$ cat src/hw/rpdwm_pkg.sv
// Package for the program ROM paging and data ROM window mapper
package rpdwm_pkg;

  // ==========================================================
  // Address space geometry
  localparam int unsigned FETCH_W = 12;
  localparam int unsigned DATA_W = 8;
  localparam int unsigned WIN_OFS_W = 6;
  localparam int unsigned VEC_COUNT = 12;

  // ==========================================================
  // Fixed address values
  localparam logic [FETCH_W-1:0] VEC_BASE = 12'hff4;
  localparam logic [1:0] WIN_TAG = 2'h1;

  // ==========================================================
  // Reset values
  localparam logic [7:0] BANK_RST = 8'h00;
  localparam logic [7:0] WIN_RST = 8'h00;

  // ==========================================================
  // Grouped carriers
  typedef struct packed {
    logic valid;
    logic [FETCH_W-1:0] addr;
  } rpdwm_fetch_t;

  typedef struct packed {
    logic valid;
    logic [DATA_W-1:0] addr;
  } rpdwm_dread_t;

  typedef struct packed {
    logic wr_bank;
    logic wr_win;
    logic [7:0] wdata;
  } rpdwm_regwr_t;

endpackage

$ cat src/hw/rpdwm_mapper.sv
// Program ROM paging and data ROM window address translation
`timescale 1ns/1ps

// ==========================================================
// Write-enabled holding register
// Shared by the bank select and window registers so that both clear and
// load in exactly the same way.
module rpdwm_wreg #(
  parameter int unsigned W = 8,
  parameter logic [W-1:0] RST_VAL = '0
) (
  // Clock and reset
  input wire logic mclk,
  input wire logic rst_n,
  // Write port
  input wire logic wr_en,
  input wire logic [W-1:0] wdata,
  // Stored value
  output logic [W-1:0] value
);

  logic [W-1:0] value_r;

  always_ff @(posedge mclk or negedge rst_n) begin
    if (!rst_n) begin
      value_r <= RST_VAL;
    end else if (wr_en) begin
      value_r <= wdata;
    end
  end

  // The new value is seen only after the write edge, so an access in the
  // same cycle as the write still uses the old page or window.
  assign value = value_r;

endmodule // rpdwm_wreg

module rpdwm_mapper #(
  parameter int unsigned ROM_AW = 13,
  parameter int unsigned BANK_W = 2
) (
  // Clock and reset
  input wire logic mclk,
  input wire logic rstn,
  // Core register writes
  input wire rpdwm_pkg::rpdwm_regwr_t regwr,
  // Core program fetch
  input wire rpdwm_pkg::rpdwm_fetch_t fetch,
  // Core data read
  input wire rpdwm_pkg::rpdwm_dread_t dread,
  // Shared physical ROM port, fetch has priority
  output logic rom_req,
  output logic [ROM_AW-1:0] rom_addr,
  output logic rom_is_data,
  // Pass-through data address for non-window targets
  output logic data_pass_valid,
  output logic [rpdwm_pkg::DATA_W-1:0] data_pass_addr,
  // Status
  output logic fetch_is_vector,
  output logic data_stall,
  output logic [7:0] bank_sel_q,
  output logic [7:0] win_sel_q
);

  // ==========================================================
  // Derived geometry
  // Window register bits that reach the ROM: six for 4 Kbytes, seven for 8 Kbytes.
  localparam int unsigned HI_W = ROM_AW - rpdwm_pkg::WIN_OFS_W;
  // Offset inside one 2 Kbyte program page.
  localparam int unsigned PAGE_W = rpdwm_pkg::FETCH_W - 1;
  // Data address bits above the window offset.
  localparam int unsigned TAG_W = rpdwm_pkg::DATA_W - rpdwm_pkg::WIN_OFS_W;
  // Width of the two software written registers.
  localparam int unsigned REG_W = rpdwm_pkg::DATA_W;
  // Physical page that always holds the upper visible half.
  localparam logic [BANK_W-1:0] TOP_PAGE = '1;

  // ==========================================================
  // Reset synchroniser
  logic rst_s1_r;
  logic rst_s2_r;
  always_ff @(posedge mclk or negedge rstn) begin
    if (!rstn) begin
      rst_s1_r <= 1'b0;
      rst_s2_r <= 1'b0;
    end else begin
      rst_s1_r <= 1'b1;
      rst_s2_r <= rst_s1_r;
    end
  end
  wire logic rst_n = rst_s2_r;

  // ==========================================================
  // Bank select and window registers
  // Only the low BANK_W bits of the bank register take part in paging; the
  // upper bits are stored and read back but select nothing.
  logic [REG_W-1:0] bank_r;
  logic [REG_W-1:0] win_r;

  rpdwm_wreg #(
    .W(REG_W),
    .RST_VAL(rpdwm_pkg::BANK_RST)
  ) bank_reg (
    .mclk(mclk),
    .rst_n(rst_n),
    .wr_en(regwr.wr_bank),
    .wdata(regwr.wdata),
    .value(bank_r)
  );

  rpdwm_wreg #(
    .W(REG_W),
    .RST_VAL(rpdwm_pkg::WIN_RST)
  ) win_reg (
    .mclk(mclk),
    .rst_n(rst_n),
    .wr_en(regwr.wr_win),
    .wdata(regwr.wdata),
    .value(win_r)
  );

  assign bank_sel_q = bank_r;
  assign win_sel_q = win_r;

  // ==========================================================
  // Program fetch translation
  // Lower half: bank register forms the page bits above a 2 Kbyte offset.
  // Upper half: fixed top page TOP_PAGE (all ones), so vectors stay put.
  // A bank value equal to TOP_PAGE aliases the fixed half; software that
  // wants distinct code there must keep to the lower page numbers.
  logic fetch_lower;
  logic [PAGE_W-1:0] fetch_ofs;
  logic [BANK_W-1:0] fetch_page;
  logic [ROM_AW-1:0] fetch_phys;

  assign fetch_lower = ~fetch.addr[rpdwm_pkg::FETCH_W-1];
  assign fetch_ofs = fetch.addr[PAGE_W-1:0];

  always_comb begin
    if (fetch_lower) begin
      fetch_page = bank_r[BANK_W-1:0];
    end else begin
      fetch_page = TOP_PAGE;
    end
  end

  assign fetch_phys = ROM_AW'({fetch_page, fetch_ofs});

  // Vector area: the top VEC_COUNT bytes of the visible space.
  assign fetch_is_vector = fetch.valid && (fetch.addr >= rpdwm_pkg::VEC_BASE);

  // ==========================================================
  // Data window translation
  // 40h..7fh: the bits above the offset equal the window tag, a single 64 byte bank.
  logic in_window;
  logic win_req;
  logic [rpdwm_pkg::WIN_OFS_W-1:0] win_ofs;
  logic [HI_W-1:0] win_hi;
  logic [ROM_AW-1:0] win_phys;

  assign in_window = dread.addr[rpdwm_pkg::DATA_W-1 -: TAG_W] == rpdwm_pkg::WIN_TAG;
  assign win_req = dread.valid && in_window;
  assign win_ofs = dread.addr[rpdwm_pkg::WIN_OFS_W-1:0];
  assign win_hi = win_r[HI_W-1:0];
  assign win_phys = {win_hi, win_ofs};

  // ==========================================================
  // Shared ROM port
  // One array serves both buses; a windowed read loses to a fetch and is
  // flagged as stalled so the core can retry it. Fetch wins so that the
  // instruction flow never waits on a table read.
  typedef enum logic [1:0] {
    OWN_NONE,
    OWN_FETCH,
    OWN_DATA
  } rpdwm_owner_t;

  rpdwm_owner_t owner;

  always_comb begin
    if (fetch.valid) begin
      owner = OWN_FETCH;
    end else if (win_req) begin
      owner = OWN_DATA;
    end else begin
      owner = OWN_NONE;
    end
  end

  always_comb begin
    unique case (owner)
      OWN_FETCH: begin
        rom_addr = fetch_phys;
      end
      OWN_DATA: begin
        rom_addr = win_phys;
      end
      OWN_NONE: begin
        rom_addr = '0;
      end
      default: begin
        rom_addr = '0;
      end
    endcase
  end

  assign rom_req = owner != OWN_NONE;
  assign rom_is_data = owner == OWN_DATA;
  assign data_stall = fetch.valid && win_req;

  // ==========================================================
  // Pass-through for data addresses outside the window
  assign data_pass_valid = dread.valid && !in_window;
  assign data_pass_addr = dread.addr;

endmodule // rpdwm_mapper

$ cat config.mk
export PLATFORM = sky130hd
export DESIGN_NAME = rpdwm_mapper
export DESIGN_NICKNAME = d
export VERILOG_FILES = /design/src/hw/rpdwm_pkg.sv /design/src/hw/rpdwm_mapper.sv
export SDC_FILE = /design/constraint.sdc
export NUM_CORES = 1
export LEC_CHECK = 0
export BUFFER_PORTS_ARGS = -buffer_cell sky130_fd_sc_hd__buf_2
export CORE_MARGIN = 2
export CORE_UTILIZATION = 41
export CTS_CLUSTER_DIAMETER = 40
export DETAILED_ROUTE_END_ITERATION = 8
export GPL_TIMING_DRIVEN = 0
export PLACE_DENSITY = 0.8
export SYNTH_ARGS = -nofsm -noshare
export SYNTH_HDL_FRONTEND = slang
export SYNTH_SLANG_ARGS = --single-unit
$ cat constraint.sdc
create_clock -name mclk -period 2.4 [get_ports mclk]
set_clock_uncertainty 0.1 [all_clocks]
set_input_delay 0.24 -clock mclk [delete_from_list [all_inputs] [get_ports mclk]]
set_output_delay 0.24 -clock mclk [all_outputs]
set_load 0.02 [all_outputs]
---- Word level (Yosys, flattened, before mapping) ----
Cells that the tools add are included.
operators by class
  order comparisons ....................... 1
  equal/unequal tests ..................... 3
  mux-type cells .......................... 4
  reduce and logical (&&, ||, !) cells .... 6
operators with widths
  operator                count
  $pmux W13 S2            1
  $ge A12 B12 Y1 const B  1
  $mux W2                 3
  $eq A2 B1 Y1 const B    2
  $logic_and A1 B1 Y1     4
  $eq A2 B2 Y1 const B    1
  $reduce_bool A2 Y1      1
  $logic_not A1 Y1        1
storage, ports and cells
  register bits ........................... 18
  output and inout bits ................... 42
  logic and storage cells ................. 18

---- Longest topological paths before layout ----
Gate-level depths: netlist (run 1).
  depth after elaboration ................. 6
  mapped depth ............................ 5
  mapped depth without buffers ............ 3

---- Modules after synthesis ----
Synthesis (run 1) repeated with hierarchy kept, for this count alone.
second synthesis, totals
  cells, all modules ...................... 75
  area total of the unflattened synthesis .. 1023.5 um^2
by module, submodules not included
  module        instances  cells each  area an instance (um^2)  seq. area each (um^2)
  rpdwm_wreg    2          17          331.6                    200.2
  rpdwm_mapper  1          41          360.3                    50.0

---- Worst setup path after synthesis (run 1) ----
No wires, ideal clock.
  path type ............................... in2out
  start point ............................. in fetch[12] (netlist bit)
  end point ............................... out rom_addr[11]
  arrival time ............................ 1.039 ns
  data required time ...................... 2.060 ns
  slack ................................... 1.021 ns
  stages .................................. 3
  path through ............................ buf_6 -> nand4bb_4 -> o21ai_0
between the ends
  longest elaborated chain between the ends .. 3
  elaborated cells between the ends (all ways) .. 4
ends and longest elaborated chain
  element                                              line                 source
  start: declaration                                   rpdwm_mapper.sv:48   input wire rpdwm_pkg::rpdwm_fetch_t fetch,
  $mux W2 (*)                                          rpdwm_mapper.sv:181  if (fetch.valid) begin
  $eq A2 B2 Y1 / $eq A2 B1 Y1 (equally long branches)  rpdwm_mapper.sv:191  unique case (owner)
  $pmux W13 S2 (*)                                     rpdwm_mapper.sv:191
  end: declaration                                     rpdwm_mapper.sv:53   output logic [ROM_AW-1:0] rom_addr,
Every way passes the cells marked *; elsewhere a longest branch is shown, timed or not.

---- Final worst setup path (run 1) ----
  start point ............................. reg bank_reg.value_r[0], in the netlist bank_reg.value[0]
  end point ............................... out rom_addr[11]
between the ends
  longest elaborated chain between the ends .. 2
ends and longest elaborated chain
  element                   line                 source
  start: declaration        rpdwm_mapper.sv:22   logic [W-1:0] value_r;
  start signal: assignment  rpdwm_mapper.sv:28   value_r <= wdata;
  $mux W2                   rpdwm_mapper.sv:140  if (fetch_lower) begin
  $pmux W13 S2              rpdwm_mapper.sv:191
No other way between the ends.

==> run metrics, run 1 <==
status complete, no violations; critical path type reg2out; largest net degree at the start of global routing 17; clock slew at reported path FFs roughly 0.10 ns; Crit path top cell by count o21ai_0; Post-synth EDFFs 0; Mapped Area approximately 950 um2; first-pass GRT wire length roughly 3600 um; first drt pass iteration count 4; Slew headroom 59.2%; Root Buffer clkbuf_4; fraction of final layout cells sized beyond drive strength 1 approximately 75%; WP depth 3; Inst Count DP 177; P&R area growth vs syn 46.7%; FP Rows 17; final worst-path cycle share 60.4%; syn_nets between 100 and 150; CP max FO 3; IO Port Bufs slightly above 70; Net Switching around 0.24 mW; Cell Count, Final, Fillers Out about 180; Vias/cell just under 5; sequential area share after synthesis between 40 and 50%; crit end category primary output; post-route ant nets 0; Max VDD drop 448 uV; setup violators final 0; Worst Hold Depth 3; crit start category flop; Crit-path slowest cell dfrtp_1; CP top delay family flip-flops; H-tree depth 1; RSZ-0062 raised after global routing no; crit path from bank_reg.value[0]$_DFFE_PN0P_; min cycle time layout roughly 1.5 ns; Total Routing Usage GR a little under a fifth; FILL cells between 150 and 200; sequential share of power between 40% and 50%; Clock power frac between 20% and 30%; commonest cells in the netlist 18 x dfrtp_1, 14 x mux2_2, 9 x a22o_2; FF+latch count, synth 18; I/O pin total 76; Final Power around 0.76 mW; CTS tree done; MaxCap Viol Count 0; DRT iter0 DRCs 12; cts bufs inserted 3; Required @ worst endpoint ~2.1 ns; Routed WL around 2400 um; Seq. cell area between 400 and 500 um2; ys flop type dfrtp_1; synthesized area per cell 12.3 um2; crit path cell chain o21ai_0 > o21ai_0 > buf_2; initial antenna violation count 0; remaining global-route overflow 0; TritonCTS Sinks 18; hpwl dp 1960 um; setup bufs post-CTS 0; Slew @ Worst Pin 0.612 ns; hold violation count in the final report 0; Final Util between 60% and 70%; Reg2Reg Launch Point win_reg.value[4]$_DFFE_PN0P_; Final #Nets between 150 and 200; Async S/R FF share, synth 100%; Die H between 50 and 60 um; hold path startpoint regwr[5]; DIE WIDTH around 52 um; FMAX between 600 and 700 MHz; R2R Setup Slk 1.50 ns; Remaining DRCs 0; max-slew violation count 0; top post-synthesis cells by area dfrtp_1 48%, mux2_2 17%, a22o_2 9.5%, buf_4 6.3%, o21ai_0 3.2%; synth unique cells 20; count leader, synth dfrtp_1; Routed wire per std cell roughly 13 um; die area between 2000 and 3000 um2; critical path arrival around 1.1 ns; Lkg Pwr between 0.7 and 0.8 nW; Buf+Inv Stages, Crit Path 1; PD cells between 500 and 600 nW/um2; post-CTS sizing 0; area of the multi-input gates approximately 380 um2; ant diodes 0; top-area cell type share of the netlist area 47.6%; Pint between 0.5 and 0.6 mW; Critical Path Max Stage Delay roughly 0.4 ns; core area roughly 2200 um2; switch share between 30 and 40%; R2R depth 1; Min-Delay Path Class in2reg; vias in the first global route 830; Skew-Pair Late Insertion Delay approximately 0.28 ns; routed vias ~890; Gate power share roughly 30%; Initial Util ~43%; clock tree buffer depth 2; Synth Warn # 0; Placer Congestion 0.675; largest area contributor in the netlist dfrtp_1; Synth Instances 77; setup_tns 0 ns
[final timing paths]
kind | endpoint
worst max-delay path | rom_addr[11]
worst min-delay path | win_reg.value[5]$_DFFE_PN0P_
worst max register to register | win_reg.value[4]$_DFFE_PN0P_
worst min register to register | bank_reg.value[7]$_DFFE_PN0P_
max in group asynchronous | win_reg.value[4]$_DFFE_PN0P_
min in group asynchronous | bank_reg.value[7]$_DFFE_PN0P_
[final cells by class]
cell class	instances	share of cell area, %
Buffer	13	7.03
Clock buffer	4	2.61
Inverter	4	1.08
Multi-Input combinational cell	42	27.6
Sequential cell	18	32.5
Tap cell	28	2.52
Timing Repair Buffer	73	26.7
[per-stage QoR]
step	worst slack [ns]	hold WS (ns)	instance area, um2
global placement	0.972	-0.0744	1340
global route	0.806	0.0667	1390
CTS	0.932	0.0569	1390
floorplan	1.02	-0.156	946
finish	0.950	0.0642	1390
detailed placement	0.960	-0.0702	1340
[layout by cell type (no fill, tap or decap), types with 2 or more instances in the layout]
cell       n
a22o_1     2
a22o_2     9
buf_2     75
buf_4      8
buf_6      2
clkbuf_4   3
dfrtp_1   18
inv_1      3
mux2_2    14
nand2_1    2
o21ai_0    6
[kinds of logic after synthesis]
group	Yosys count	synth area share [%]
mux	14	16.7
compound gates	20	17.1
other cells	1	0.396
simple gates	7	6.35
buf+inv	17	11.9
flops	18	47.6
[metal layers]
| metal | part of all wire, % | track usage (%) | vias up |
|---|---|---|---|
| met5 | 0 | 0 | - |
| li1 | - | - | 425 |
| met2 | 51 | 33.3 | 50 |
| met4 | 0 | 7.02 | 0 |
| met1 | 37 | 20.1 | 419 |
| met3 | 12 | 4.89 | 0 |
[state kept, by name, indices dropped and copies added (netlist names)]
register        count
bank_reg.value      8
rst_s1_r            1
rst_n               1
win_reg.value       8
[power groups by stage]
stage	Combinational, mW	Sequential [mW]	Clock (mW)
floorplan	0.105	0.390	0
global placement	0.226	0.359	0
detailed placement	0.230	0.361	0
CTS	0.232	0.355	0.188
global route	0.246	0.359	0.206
finish	0.230	0.354	0.180
[repair_timing]
item | CTS | global route
hold buffers | 1 | 0
hold endpoints to repair | 2 | 0
endpoints found under the setup margin | 0 | 0
Power figures use the tool's default switching activity.
==> run 2: changes to the inputs <==
--- a/config.mk
+++ b/config.mk
@@ -7,11 +7,11 @@
 export LEC_CHECK = 0
 export BUFFER_PORTS_ARGS = -buffer_cell sky130_fd_sc_hd__buf_2
 export CORE_MARGIN = 2
-export CORE_UTILIZATION = 41
+export CORE_UTILIZATION = 34
 export CTS_CLUSTER_DIAMETER = 40
 export DETAILED_ROUTE_END_ITERATION = 8
 export GPL_TIMING_DRIVEN = 0
-export PLACE_DENSITY = 0.8
+export PLACE_DENSITY = 0.7
 export SYNTH_ARGS = -nofsm -noshare
 export SYNTH_HDL_FRONTEND = slang
 export SYNTH_SLANG_ARGS = --single-unit
==> constraint.sdc (replaced) <==
create_clock -name mclk -period 1.25 [get_ports mclk]
set_clock_uncertainty 0.1 [all_clocks]
set_input_delay 0.125 -clock mclk [delete_from_list [all_inputs] [get_ports mclk]]
set_output_delay 0.125 -clock mclk [all_outputs]
set_load 0.02 [all_outputs]
==> run 2 against run 1 <==
Net effect: first-iteration DRC count rose by 140%; final area rose by 14%; non-clock buffer count rose by 16; clock-buffer cell count did not move; hold slack got worse by 0.022 ns; the run now ends with setup timing left; highest routed layer is now met4.
==> run metrics, run 2 (same netlist as run 1, synthesis figures left out) <==
status finished with violations (was complete, no violations); failing checks setup timing; Critical Path Max Stage Delay 0.41 ns (about the same); Pint 1.08 mW (was 0.527 mW); Routed WL 2800 um (was 2390 um); final worst-path cycle share 102%; Gate power share 34.6% (was 30.1%); Total Routing Usage GR 16.4% (was 18.4%); Lkg Pwr 0.832 nW (was 0.746 nW); CP max FO 2 (was 3); routed vias 976 (was 894); Root Buffer clkbuf_4 (unchanged); remaining global-route overflow 0 (unchanged); Cell Count, Final, Fillers Out 201 (was 182); crit start category flop (unchanged); hpwl dp 2000 um (was 1960 um); TritonCTS Sinks 18 (unchanged); die area 3220 um2 (was 2710 um2); fraction of final layout cells sized beyond drive strength 1 72.4% (was 74.7%); switch share 30.2% (was 30.9%); Routed wire per std cell 13.9 um (was 13.1 um); H-tree depth 1 (unchanged); Initial Util 34.9% (was 43.2%); Max VDD drop 949 uV (was 448 uV); Die H 56.7 um (was 52.0 um); core area 2710 um2 (was 2190 um2); setup_tns -0.0662 ns (was 0 ns); Place WS 0.0378 ns (was 0.960 ns); setup violators final 5 (was 0); R2R Setup Slk 0.24 ns (was 1.50 ns); initial antenna violation count 0 (unchanged); IO Port Bufs 72 (unchanged); Placer Congestion 0.773 (was 0.675); Net Switching 0.469 mW (was 0.236 mW); cts bufs inserted 3 (unchanged); PD cells 979 nW/um2 (was 550 nW/um2); Skew-Pair Late Insertion Delay 0.28 ns (about the same); sequential share of power 43.5% (was 46.3%); leading cell type in the layout, fill and taps excluded buf_2 (unchanged); final hold slack 0.0420 ns (was 0.0642 ns); CTS tree done (unchanged); first drt pass iteration count 4 (unchanged); FP Rows 19 (was 17); FMAX just under 800 MHz; Required @ worst endpoint 1.02 ns (was 2.06 ns); commonest non-fill, non-tap cells in the layout 65 x buf_2, 19 x buf_4, 18 x dfrtp_1, 14 x mux2_2 (was 75 x buf_2, 18 x dfrtp_1, 14 x mux2_2, 9 x a22o_2, 8 x buf_4); first-pass GRT wire length 4220 um (was 3630 um); Clock power frac 21.9% (was 23.5%); Min-Delay Path Class in2async (was in2reg); vias in the first global route 951 (was 830); P&R area growth vs syn 67.6% (was 46.7%); Crit-path slowest cell dfrtp_1 (unchanged); Final Power 1.55 mW (was 0.763 mW); Final #Nets 205 (was 189); Slew headroom 57.2% (was 59.2%); crit end category primary output (unchanged); post-route ant nets 0 (unchanged); largest net degree at the start of global routing 17 (unchanged); clock slew at reported path FFs 0.10 ns (about the same); crit path cell chain a22o_2 > buf_6 (was o21ai_0 > o21ai_0 > buf_2); DRT iter0 DRCs 29 (was 12); max-slew violation count 0 (unchanged); MaxCap Viol Count 0 (unchanged); critical path arrival 1.05 ns (was 1.11 ns); RSZ-0062 raised after global routing yes (was no); I/O pin total 76 (unchanged); min cycle time layout between 1 and 1.5 ns; Remaining DRCs 0 (unchanged); Slew @ Worst Pin 0.642 ns (was 0.612 ns); ant diodes 0 (unchanged); critical path type reg2out (unchanged); hold violation count in the final report 0 (unchanged); Inst Count DP 180 (was 177); DIE WIDTH 56.7 um (was 52.0 um); Vias/cell 4.86 (was 4.91); clock tree buffer depth 2 (unchanged); Final WS setup -0.0221 ns (was 0.950 ns)
## run 2: cell types whose count changed in the layout (fill, tap and decap cells not counted)
cell           previous run  this run
buf_4                     8        19
o21ai_1                   0         4
inv_4                     0         1
o21ai_0                   6         2
inv_2                     1         0
buf_6                     2         9
buf_2                    75        65
dlygate4sd3_1             1         9
## run 2: worst paths after layout
kind,from,depth (start not counted),to
worst min register to register,rst_n$_DFF_PN0_,0,bank_reg.value[0]$_DFFE_PN0P_
max in group asynchronous,rst_n$_DFF_PN0_,0,win_reg.value[7]$_DFFE_PN0P_
worst min-delay path,rstn,2,rst_n$_DFF_PN0_
worst max-delay path,win_reg.value[3]$_DFFE_PN0P_,2,rom_addr[9]
worst max register to register,win_reg.value[4]$_DFFE_PN0P_,2,win_reg.value[4]$_DFFE_PN0P_
min in group mclk,regwr[8],2,win_reg.value[5]$_DFFE_PN0P_
## run 2: cell type report
cell class              instances  area (um2)
fillers                       235        1120
clock buffers                   4        36.3
plain buffers                  13        97.6
repair buffers                 89         562
flip-flops and latches         18         450
well taps                      31        38.8
inverters                       4        17.5
multi-input cells              42         383
## run 2: per-stage QoR
step | instance area, um2 | util (%)
2_1_floorplan | 946 | -
3_3_place_gp | 1350 | 49.6
6_report | 1590 | 58.5
3_5_place_dp | 1350 | 49.6
5_1_grt | 1590 | 58.5
4_1_cts | 1560 | 57.5
## run 2: worst max-delay path, delay by kind of cell, from the launching register on
family,cells,cell delay [ns]
AO/OA/AOI/OAI,1,0.22
flip-flops,1,0.41
buffers and inverters,1,0.13
## run 2: repair_timing
action                                  in CTS  in global routing
endpoints found under the setup margin       7                 15
gates resized for setup                     15                  8
pin swaps                                    6                  0
hold buffers                                 9                  0
hold endpoints to repair                    18                  0
setup buffers                                7                  0
cloned                                       0                  1
## run 2: power by group through the flow
stage | logic (mW) | registers [mW] | clock network, mW
2_1_floorplan | 0.202 | 0.749 | 0
3_3_place_gp | 0.437 | 0.689 | 0
3_5_place_dp | 0.443 | 0.692 | 0
4_1_cts | 0.524 | 0.675 | 0.362
5_1_grt | 0.570 | 0.685 | 0.395
6_report | 0.538 | 0.674 | 0.340
## run 2: routing by layer
layer | GRT usage [%] | wire [um] | up-vias
li1 | - | - | 458
met1 | 18.7 | 1060 | 449
met2 | 28.4 | 1350 | 59
met3 | 3.00 | 286 | 10
met4 | 9.63 | 106 | 0
met5 | 0 | 0 | -
==> run 3: changes to the inputs <==
--- a/config.mk
+++ b/config.mk
@@ -12,6 +12,7 @@
 export DETAILED_ROUTE_END_ITERATION = 8
 export GPL_TIMING_DRIVEN = 0
 export PLACE_DENSITY = 0.7
+export RECOVER_POWER = 50
 export SYNTH_ARGS = -nofsm -noshare
 export SYNTH_HDL_FRONTEND = slang
 export SYNTH_SLANG_ARGS = --single-unit
==> run 3 against run 2 <==
Net effect: the flow still finishes with violations (setup timing); clock-buffer cell count did not move; non-clock buffer count did not move; sequential power barely moved; utilization fell by 0.60 points; sequential cell count did not move; via count rose by 0.51%; final cell count did not move; clock power barely moved; critical path type unchanged; hold slack improved by 0.0034 ns; die area did not move; fmax fell by 0.25%.
==> run metrics, run 3 (same netlist as run 1, synthesis figures left out) <==
status finished with violations (unchanged); failing checks setup timing (unchanged); setup violators final 5 (unchanged); sequential share of power 43.6% (was 43.5%); Root Buffer clkbuf_4 (unchanged); ant diodes 0 (unchanged); Skew-Pair Late Insertion Delay 0.28 ns (about the same); Required @ worst endpoint 1.02 ns (about the same); uppermost layer routed met4 (unchanged); critical path arrival 1.05 ns (about the same); H-tree depth 1 (unchanged); FP Rows 19 (unchanged); Final Power 1.55 mW (about the same); largest net degree at the start of global routing 17 (unchanged); Die H 56.7 um (unchanged); max-slew violation count 0 (unchanged); cts bufs inserted 3 (unchanged); final worst-path cycle share 102% (about the same); CP max FO 2 (unchanged); RSZ-0062 raised after global routing yes (unchanged); FILL cells 241 (was 235); CTS tree done (unchanged); first-pass GRT wire length 4220 um (unchanged); DR WL met3 289 um (was 286 um); critical path type reg2out (unchanged); post-route ant nets 0 (unchanged); Seq. cell area 450 um2 (unchanged); remaining global-route overflow 0 (unchanged); core area 2710 um2 (unchanged); min cycle time layout 1.28 ns (was 1.27 ns); Place WS 0.0378 ns (unchanged); Gate power share 34.4% (was 34.6%); Final #Nets 205 (unchanged); FMAX 784 MHz (was 786 MHz); Vias/cell 4.88 (was 4.86); fraction of final layout cells sized beyond drive strength 1 64.7% (was 72.4%); metal1 wirelength 1070 um (was 1060 um); R2R Setup Slk 0.24 ns (about the same); clock tree buffer depth 2 (unchanged); Lkg Pwr 0.794 nW (was 0.832 nW); vias in the first global route 951 (unchanged); first drt pass iteration count 4 (unchanged); crit start category flop (unchanged); DRT iter0 DRCs 41 (was 29); hold violation count in the final report 0 (unchanged); Routed WL 2810 um (was 2800 um); Clock power frac 22.0% (was 21.9%); Placer Congestion 0.773 (unchanged); Pint 1.08 mW (about the same); crit end category primary output (unchanged); Initial Util 34.9% (unchanged); Remaining DRCs 0 (unchanged); Net Switching 0.471 mW (was 0.469 mW); hpwl dp 2000 um (unchanged); Slew headroom 57.2% (about the same); routed vias 981 (was 976); Routed wire per std cell 14.0 um (was 13.9 um); PD cells 986 nW/um2 (was 979 nW/um2); WL met2 1340 um (was 1350 um); MaxCap Viol Count 0 (unchanged); initial antenna violation count 0 (unchanged); switch share 30.4% (was 30.2%); clock slew at reported path FFs 0.10 ns (about the same); die area 3220 um2 (unchanged); Total Routing Usage GR 16.4% (unchanged); commonest non-fill, non-tap cells in the layout 52 x buf_2, 19 x buf_4, 18 x dfrtp_1, 14 x mux2_2, 13 x clkbuf_1 (was 65 x buf_2, 19 x buf_4, 18 x dfrtp_1, 14 x mux2_2); setup_tns -0.0710 ns (was -0.0662 ns); I/O pin total 76 (unchanged); Slew @ Worst Pin 0.642 ns (about the same); Max VDD drop 949 uV (about the same); TritonCTS Sinks 18 (unchanged); area of the multi-input gates 383 um2 (unchanged); leading cell type in the layout, fill and taps excluded buf_2 (unchanged); DIE WIDTH 56.7 um (unchanged); Min-Delay Path Class in2async (unchanged); Final WS setup -0.0253 ns (was -0.0221 ns); P&R area growth vs syn 65.9% (was 67.6%); IO Port Bufs 72 (unchanged)
-- run 3: per-stage QoR --
step / util (%) / hold slack, ns / instances / instance area [um2]
5_1_grt: 57.9 / 0.0272 / 201 / 1570
2_1_floorplan: - / -0.271 / 77 / 946
6_report: 57.9 / 0.0454 / 201 / 1570
4_1_cts: 57.5 / 0.0197 / 200 / 1560
3_5_place_dp: 49.6 / -0.187 / 180 / 1350
3_3_place_gp: 49.6 / -0.189 / 180 / 1350
-- run 3: timing repair --
action / 4_1_cts / 5_1_grt
setup endpoints to repair: 7 / 15
cloned: 0 / 1
hold buffers: 9 / 0
setup buffers: 7 / 0
pin swaps: 6 / 0
gates resized for setup: 15 / 8
endpoints found under the hold margin: 18 / 0
-- run 3: worst paths after layout --
kind,from,end,depth (start not counted)
worst max-delay path,bank_reg.value[0]$_DFFE_PN0P_,rom_addr[11],3
worst min-delay path,rstn,rst_n$_DFF_PN0_,2
worst max register to register,win_reg.value[4]$_DFFE_PN0P_,win_reg.value[4]$_DFFE_PN0P_,2
worst min register to register,rst_n$_DFF_PN0_,bank_reg.value[0]$_DFFE_PN0P_,0
max in group asynchronous,rst_n$_DFF_PN0_,win_reg.value[7]$_DFFE_PN0P_,0
min in group mclk,regwr[8],win_reg.value[5]$_DFFE_PN0P_,2
-- run 3: layout make-up --
| type | instances | area share, % |
|---|---|---|
| timing repair buffer | 89 | 34.8 |
| sequential | 18 | 28.7 |
| multi-input combinational | 42 | 24.4 |
| buffer | 13 | 6.22 |
| tap | 31 | 2.47 |
| clock buffer | 4 | 2.31 |
| inverter | 4 | 1.12 |
-- run 3: power groups by stage --
stage / sequential [mW] / combinational (mW) / clock [mW]
2_1_floorplan: 0.749 / 0.202 / 0
3_3_place_gp: 0.689 / 0.437 / 0
3_5_place_dp: 0.692 / 0.443 / 0
4_1_cts: 0.675 / 0.524 / 0.362
5_1_grt: 0.685 / 0.565 / 0.395
6_report: 0.674 / 0.533 / 0.340
-- run 3: worst max-delay path, stage by stage (launching register included) --
cell and delay, ns:
dfrtp_1 0.40, o21ai_1 0.12, o21ai_1 0.09, buf_4 0.16
-- run 3: per-layer routing --
| layer | up-vias | GRT usage, % |
|---|---|---|
| met5 | - | 0 |
| met2 | 61 | 28.4 |
| li1 | 457 | - |
| met4 | 0 | 9.63 |
| met3 | 10 | 3.00 |
| met1 | 453 | 18.7 |
